--- src/shared/rx_status_pkg.sv ---
`default_nettype none
package rx_status_pkg;
  // Register offsets on the serial control port
  localparam logic [6:0] PREAMBLE_LOW_ADDR = 7'h17;
  localparam logic [6:0] FAULT_FLAGS_ADDR  = 7'h18;
  localparam logic [6:0] FAULT_MASK_ADDR   = 7'h19;
  // Field positions in the fault flag and mask registers
  localparam int VALIDITY_BIT = 7;
  localparam int EMPHASIS_BIT = 6;
  localparam int NON_PCM_BIT  = 5;
  localparam int PREAMBLE_BIT = 4;
  localparam int CRC_BIT      = 3;
  localparam int ABSENT_BIT   = 2;
  localparam int CODING_BIT   = 1;
  localparam int LOCK_BIT     = 0;
  // Reset values
  localparam logic [7:0] FLAGS_RESET = 8'h00;
  localparam logic [7:0] MASK_RESET  = 8'h00;
  // Flags that only report a change of state after a read
  localparam logic [7:0] LEVEL_FLAGS  = 8'h75;
  // Flags held until the register is read
  localparam logic [7:0] STICKY_FLAGS = 8'h0a;
endpackage : rx_status_pkg
`default_nettype wire

--- src/shared/flag_if.sv ---
`timescale 1ns/1ps
`default_nettype none
// Condition levels and events handed to the flag tracker
interface flag_if;
  logic [7:0] cond;
  logic [7:0] mask;
  logic       read_pulse;
  logic [7:0] flags;
  logic       irq;
  modport tracker (input cond, input mask, input read_pulse, output flags, output irq);
  modport owner   (output cond, output mask, output read_pulse, input flags, input irq);
endinterface : flag_if
`default_nettype wire

--- src/hw/flag_tracker.sv ---
`timescale 1ns/1ps
`default_nettype none
module flag_tracker (
  input  wire logic clk_i,
  input  wire logic rst_n_i,
  flag_if.tracker   fi
);
  logic [7:0] flags;
  logic [7:0] seen;
  logic [7:0] pend;
  logic [7:0] change;
  logic [7:0] next_flags;

  // Change of state for level flags, any event for sticky ones
  always_comb begin
    change = (fi.cond ^ seen) & rx_status_pkg::LEVEL_FLAGS;
    change = change | (fi.cond & rx_status_pkg::STICKY_FLAGS);
    change[rx_status_pkg::VALIDITY_BIT] = fi.cond[rx_status_pkg::VALIDITY_BIT]
      ^ seen[rx_status_pkg::VALIDITY_BIT];
  end

  // Level flags follow the line; sticky flags clear on read, set wins
  always_comb begin
    next_flags = (fi.cond & ~rx_status_pkg::STICKY_FLAGS);
    next_flags = next_flags | (fi.cond & rx_status_pkg::STICKY_FLAGS)
      | (flags & rx_status_pkg::STICKY_FLAGS & {8{~fi.read_pulse}});
  end

  always_ff @(posedge clk_i) begin
    if (!rst_n_i) begin
      flags <= rx_status_pkg::FLAGS_RESET;
    end else begin
      flags <= next_flags;
    end
  end

  // Previous cycle's level, so a level flag raises an event only on a change
  always_ff @(posedge clk_i) begin
    if (!rst_n_i) begin
      seen <= rx_status_pkg::FLAGS_RESET;
    end else begin
      seen <= fi.cond;
    end
  end

  // Pending events; a read drops them but a new event in that cycle stays
  always_ff @(posedge clk_i) begin
    if (!rst_n_i) begin
      pend <= 8'h00;
    end else begin
      pend <= (pend & {8{~fi.read_pulse}}) | (change & fi.mask);
    end
  end

  assign fi.flags = flags;
  assign fi.irq   = |pend;

  chk_sticky_read_clear: assert property (@(posedge clk_i) disable iff (!rst_n_i)
    fi.read_pulse && !fi.cond[rx_status_pkg::CRC_BIT]
    |=> !flags[rx_status_pkg::CRC_BIT]) else $error("crc flag not cleared");
  chk_sticky_hold: assert property (@(posedge clk_i) disable iff (!rst_n_i)
    flags[rx_status_pkg::CODING_BIT] && !fi.read_pulse
    |=> flags[rx_status_pkg::CODING_BIT]) else $error("coding flag dropped");
  chk_lock_follow: assert property (@(posedge clk_i) disable iff (!rst_n_i)
    ##1 flags[rx_status_pkg::LOCK_BIT] == $past(fi.cond[rx_status_pkg::LOCK_BIT]))
    else $error("lock flag wrong");
  chk_masked_quiet: assert property (@(posedge clk_i) disable iff (!rst_n_i)
    fi.read_pulse && fi.mask == 8'h00 |=> !fi.irq) else $error("masked irq");
endmodule : flag_tracker
`default_nettype wire

--- src/hw/rx_fault_status.sv ---
`timescale 1ns/1ps
`default_nettype none
// Summary of operation
// - Offset 0x17 reads the low byte of the second burst preamble while non-PCM, else zero.
// - In per-subframe non-PCM mode 0x17 instead holds the channel B first-preamble byte.
// - Bit 7 of 0x18 mirrors the received validity bit.
// - Bit 6 is set while the audio carries pre-emphasis.
// - After a read the emphasis flag stays and interrupts again only on change.
// - Bit 5 is set while channel status bit 1 (non-PCM) is set.
// - After a read the non-PCM flag interrupts again only on return to audio or type change.
// - Bit 4 is set when a burst preamble made the data non-PCM; its type is recorded.
// - After a read the preamble flag holds and interrupts only on change.
// - Bit 3 flags a channel-status CRC failure.
// - The CRC flag stays set until 0x18 is read; that read clears it unless a new CRC failure arrives in the same cycle.
// - Bit 1 is set on any biphase or parity error and held until 0x18 is read.
// - Bit 0 follows PLL lock and interrupts only on change after a read.
// - Mask at 0x19 uses the same bit positions; a 1 enables that flag's interrupt.
module rx_fault_status (
  input  wire logic        clk_i,
  input  wire logic        rst_n_i,
  input  wire logic        validity_i,
  input  wire logic        emphasis_i,
  input  wire logic        non_pcm_i,
  input  wire logic [3:0]  non_pcm_kind_i,
  input  wire logic        preamble_found_i,
  input  wire logic [3:0]  preamble_type_i,
  input  wire logic        crc_fail_i,
  input  wire logic        input_absent_i,
  input  wire logic        coding_error_i,
  input  wire logic        pll_locked_i,
  input  wire logic        subframe_mode_i,
  input  wire logic [15:0] second_preamble_i,
  input  wire logic [15:0] chan_b_preamble_i,
  input  wire logic        reg_rd_i,
  input  wire logic        reg_wr_i,
  input  wire logic [6:0]  reg_addr_i,
  input  wire logic [7:0]  reg_wdata_i,
  output logic      [7:0]  reg_rdata_o,
  output logic      [3:0]  preamble_type_o,
  output logic             irq_o
);
  flag_if fi ();

  logic [7:0] mask;
  logic [3:0] kind_seen;
  logic       kind_changed;
  logic [7:0] second_preamble_low_bits;
  logic [7:0] next_rdata;

  // Read strobe of the fault register drives all read side effects
  assign fi.read_pulse = reg_rd_i && (reg_addr_i == rx_status_pkg::FAULT_FLAGS_ADDR);

  // A change of non-PCM kind is folded in as a one-cycle toggle of the level
  assign fi.cond = {validity_i,
                    emphasis_i,
                    non_pcm_i & ~kind_changed,
                    preamble_found_i,
                    crc_fail_i,
                    input_absent_i,
                    coding_error_i,
                    pll_locked_i};
  assign fi.mask = mask;

  flag_tracker tracker (
    .clk_i   (clk_i),
    .rst_n_i (rst_n_i),
    .fi      (fi.tracker)
  );

  // Track the kind so a new non-PCM type re-arms the flag
  always_ff @(posedge clk_i) begin
    if (!rst_n_i) begin
      kind_seen <= 4'h0;
    end else begin
      kind_seen <= non_pcm_kind_i;
    end
  end
  assign kind_changed = non_pcm_i && (kind_seen != non_pcm_kind_i);

  // Mask register, writable at its own offset
  always_ff @(posedge clk_i) begin
    if (!rst_n_i) begin
      mask <= rx_status_pkg::MASK_RESET;
    end else if (reg_wr_i && reg_addr_i == rx_status_pkg::FAULT_MASK_ADDR) begin
      mask <= reg_wdata_i;
    end
  end

  // Preamble type recorded when a burst preamble is seen
  always_ff @(posedge clk_i) begin
    if (!rst_n_i) begin
      preamble_type_o <= 4'h0;
    end else if (preamble_found_i) begin
      preamble_type_o <= preamble_type_i;
    end
  end

  // Zero outside non-PCM so stale bursts never leak to software
  always_comb begin
    if (!non_pcm_i) begin
      second_preamble_low_bits = 8'h00;
    end else if (subframe_mode_i) begin
      second_preamble_low_bits = chan_b_preamble_i[15:8];
    end else begin
      second_preamble_low_bits = second_preamble_i[7:0];
    end
  end

  // Read mux; unmapped offsets read zero
  always_comb begin
    case (reg_addr_i)
      rx_status_pkg::PREAMBLE_LOW_ADDR: next_rdata = second_preamble_low_bits;
      rx_status_pkg::FAULT_FLAGS_ADDR:  next_rdata = fi.flags;
      rx_status_pkg::FAULT_MASK_ADDR:   next_rdata = mask;
      default:                          next_rdata = 8'h00;
    endcase
  end

  // Data registered on the read strobe, held between reads
  always_ff @(posedge clk_i) begin
    if (!rst_n_i) begin
      reg_rdata_o <= 8'h00;
    end else if (reg_rd_i) begin
      reg_rdata_o <= next_rdata;
    end
  end

  assign irq_o = fi.irq;

  chk_preamble_zero: assert property (@(posedge clk_i) disable iff (!rst_n_i)
    reg_rd_i && reg_addr_i == rx_status_pkg::PREAMBLE_LOW_ADDR && !non_pcm_i
    |=> reg_rdata_o == 8'h00) else $error("preamble byte not zero");
  chk_subframe_byte: assert property (@(posedge clk_i) disable iff (!rst_n_i)
    reg_rd_i && reg_addr_i == rx_status_pkg::PREAMBLE_LOW_ADDR && non_pcm_i
    && subframe_mode_i |=> reg_rdata_o == $past(chan_b_preamble_i[15:8]))
    else $error("subframe byte wrong");
  chk_irq_drop_read: assert property (@(posedge clk_i) disable iff (!rst_n_i)
    fi.read_pulse && $stable(fi.cond) && $past(fi.cond) == fi.cond && !kind_changed
    |=> !irq_o) else $error("irq not dropped by read");
  chk_mask_write: assert property (@(posedge clk_i) disable iff (!rst_n_i)
    reg_wr_i && reg_addr_i == rx_status_pkg::FAULT_MASK_ADDR
    |=> mask == $past(reg_wdata_i)) else $error("mask not written");
endmodule : rx_fault_status
`default_nettype wire

--- config.mk ---
export PLATFORM = sky130hd
export DESIGN_NAME = rx_fault_status
export DESIGN_NICKNAME = d
export VERILOG_FILES = /design/src/shared/rx_status_pkg.sv /design/src/shared/flag_if.sv /design/src/hw/flag_tracker.sv /design/src/hw/rx_fault_status.sv
export SDC_FILE = /design/constraint.sdc
export NUM_CORES = 1
export LEC_CHECK = 0
export BUFFER_PORTS_ARGS = -buffer_cell sky130_fd_sc_hd__buf_2
export CORE_MARGIN = 5
export CORE_UTILIZATION = 49
export CTS_BUF_LIST = sky130_fd_sc_hd__clkbuf_8 sky130_fd_sc_hd__clkbuf_16
export DETAILED_ROUTE_END_ITERATION = 16
export GPL_TIMING_DRIVEN = 0
export PLACE_DENSITY = 0.92
export SYNTH_ARGS = -nofsm -noshare
export SYNTH_HDL_FRONTEND = slang
export SYNTH_SLANG_ARGS = --single-unit
--- constraint.sdc ---
create_clock -name clk_i -period 2.71 [get_ports clk_i]
set_clock_uncertainty 0.2 [all_clocks]
set_input_delay 0.542 -clock clk_i [delete_from_list [all_inputs] [get_ports clk_i]]
set_output_delay 0.542 -clock clk_i [all_outputs]
set_load 0.01 [all_outputs]
==> out/metrics.yaml <==
clocking:
  cts_resized: 0
  h-tree-depth: 2
  cts.clk_slew.worst_paths_ns: 0.08
  clock_path_buffers: 2
  post_cts_buffers: 0
  hold_buffers: 0
  clk_latency_ns: 0.30
  numCtsBuffers: 5
  cts_root_buf: "clkbuf_8"
  cts.sinks: 40
  cts_tree: "built"
finish:
  layoutNonFillerInstCount: 289
  drive_gt1_share_pct: 31.3
  fillers: 289
  num_antenna_cells: 0
  area_growth_pct: 26.5
  nets: 310
grt:
  antenna_found_initial: 0
  grt_max_degree: 14
  grt_usage_pct: 18.7
  grt_overflow: 0
  grt_pass1_wl_um: 7360
  grt_pass1_vias: 1604
setup_path:
  worstSetupPathType: "reg2out"
  worstPathRequired_ns: 1.97
  worstSetupEndpointType: "primary output"
  r2r_cells: 4
  path_buf_inv: 1
  cpMaxStageDelayCell: "dfxtp_1"
  r2r-start: "kind_seen[3]$_SDFF_PN0_"
  crit_fanout: 2
  critPathLaunch: "tracker.pend[2]$_SDFF_PN0_"
  critPathArrivalTime_ns: 1.18
  worstPathCellList: "nor4_1 -> nand2_1 -> buf_2"
  cp_slowest_stage_delay_ns: 0.33
  cp_top_family: "simple AND/OR/NAND/NOR gates"
  cp-start-kind: "flop"
  cp_num_cells: 3
hold_path:
  min_from: "input_absent_i"
  hold-path-cell-count: 2
  worstHoldPathType: "in2reg"
timing:
  setup_violations: 0
  setup_tns_ns: 0
  finalCriticalPeriod_ns: 1.93
  fmax_mhz: 519
  worst_pin_slew_ns: 0.596
  hold_viol_final: 0
  slew_violations: 0
  rsz0062_at_grt: "false"
  post-route-period-util_pct: 71.1
  slew_headroom_pct: 60.2
place:
  port_buffers: 61
  dpl.cell_count: 281
  hpwlAfterDp_um: 3330
  gp_congestion: 0.802
synthesis:
  synth_top_area_share_pct: 46.1
  synth_fa_ha_area_share_pct: 0
  synth-xor-area-share_pct: 3.03
  async_flop_share_pct: 0
  yosysSeqAreaShare_pct: 46.1
  syn_nets: 242
  synth_top_family_by_area: "simple AND/OR/NAND/NOR gates"
  synth_mux_area_share_pct: 13.8
  synth_compound_area_share_pct: 15.5
  synth_ff_type: "dfxtp_1"
  ys_types: 34
  yosys.area_share.simple_pct: 19.0
  netlist_instances: 174
  ys_ff_latch: 40
  synth_area_leaders: "dfxtp_1 46%, mux2i_1 14%, nor2_1 5.2%, a22oi_1 3.0%, xor2_1 3.0%"
  yosys.area.top_type: "dfxtp_1"
  syn-cell-area_mm2: 0.00174
  yosysMostFrequentCell: "dfxtp_1"
  ys_warn_count: 0
  avgSynthCellArea_um2: 9.98
  synth_edf_count: 0
  synthTopCellsByCount: "40 x dfxtp_1, 24 x mux2i_1, 24 x nor2_1, 8 x and2_1, 7 x a22oi_1"
routing:
  drt-initial-drc-count: 95
  dr.pass1.iters: 4
  viasPerCell: 5.37
  ant_nets: 0
  drc: 0
  drt-total-wl_um: 4350
  route.detailed.wl_per_inst_um: 15.0
  vias: 1551
floorplanning:
  core_mm2: 0.00339
  fp.dieH_um: 69.5
  rows: 21
  boundaryPins: 81
  initial_utilization_pct: 51.2
  die_x_um: 69.5
  dieArea_mm2: 0.00484
pwr:
  vdd_drop_max_uv: 389
  powerDensity_mw_per_mm2: 520
  p_leak_nw: 1.07
run_status:
  status: "complete, no violations"
job:
  cap_viol_max_count: 0
[registers in the layout, summed over array words and instances, names as in the netlist]
register          cells
fi.mask               8
kind_seen             4
preamble_type_o       4
reg_rdata_o           8
tracker.fi.flags      2
tracker.pend          8
tracker.seen          6
[where the power goes]
| group | internal, mW | switching [mW] | leakage [nW] |
|---|---|---|---|
| logic | 0.0581 | 0.0589 | 0.697 |
| registers | 0.601 | 0.00724 | 0.326 |
| clock network | 0.206 | 0.211 | 0.0434 |
| total | 0.865 | 0.277 | 1.07 |
[metal layers]
layer | part of all wire [%] | GRT usage [%] | vias to the layer above
met5 | 0 | 0 | -
met4 | 1.2 | 4.77 | 0
met3 | 10 | 8.41 | 6
met2 | 47 | 30.8 | 72
met1 | 41 | 22.1 | 701
li1 | - | - | 772
[worst register-to-register path, stage by stage, from the launching register on]
cell and delay, ns:
dfxtp_1 0.33, nand2b_1 0.11, o2111ai_1 0.14, or4_1 0.56
nand3_1 0.10
[final cells by class]
class | instances | area [um^2] | share of cell area, %
inverter | 4 | 15.0 | 0.683
sequential | 40 | 801 | 36.4
clock inverter | 2 | 15.0 | 0.683
timing repair buffer | 61 | 305 | 13.9
tap | 46 | 57.6 | 2.62
multi-input combinational | 123 | 892 | 40.6
buffer | 7 | 28.8 | 1.31
clock buffer | 6 | 82.6 | 3.76
[cells in the final DEF, fill, tap and decap left out, drive strengths merged, types with 2 or more instances in the layout]
cell type | synthesis | routed
buf | 2 | 63
dfxtp | 40 | 40
mux2i | 24 | 24
nor2 | 24 | 24
clkbuf | 5 | 11
and2 | 8 | 8
a22oi | 7 | 7
xor2 | 6 | 6
a21oi | 6 | 6
o21ai | 5 | 5
o22ai | 4 | 4
a32o | 4 | 4
a2bb2oi | 4 | 4
nor2b | 4 | 4
a31oi | 4 | 4
nor4 | 3 | 3
inv | 3 | 3
nand2b | 3 | 3
nand2 | 2 | 2
nor3b | 2 | 2
clkinvlp | 0 | 2
nand3 | 2 | 2
[worst paths after layout]
| kind | slack, ns | endpoint |
|---|---|---|
| setup / recovery | 0.78 | irq_o |
| hold / removal | 0.27 | tracker.seen[2]$_SDFF_PN0_ |
| setup reg to reg | 1.21 | tracker.pend[5]$_SDFF_PN0_ |
| hold reg to reg | 0.27 | reg_rdata_o[6]$_SDFFE_PN0P_ |
[stage by stage]
step           worst slack [ns]  utilization (%)  power, mW  area [um^2]  hold WS (ns)
2_1_floorplan             0.949                -      0.680         1740         0.250
3_5_place_dp              0.621             61.9      0.739         2100         0.257
3_3_place_gp              0.670             61.9      0.735         2100         0.247
5_1_grt                   0.703             64.8       1.20         2200         0.257
4_1_cts                   0.768             64.8       1.15         2200         0.256
6_report                  0.785             64.8       1.14         2200         0.266
[cell families (layout without fill, tap and decap cells)]
kind of cell / count (synthesis) / after routing
AND/OR/NAND/NOR: 55 / 55
flip-flops: 40 / 40
AO/OA/AOI/OAI: 38 / 38
multiplexers: 24 / 24
buffers and inverters: 11 / 80
XOR/XNOR: 6 / 6
Note: power is estimated with default switching activity, not from simulation.
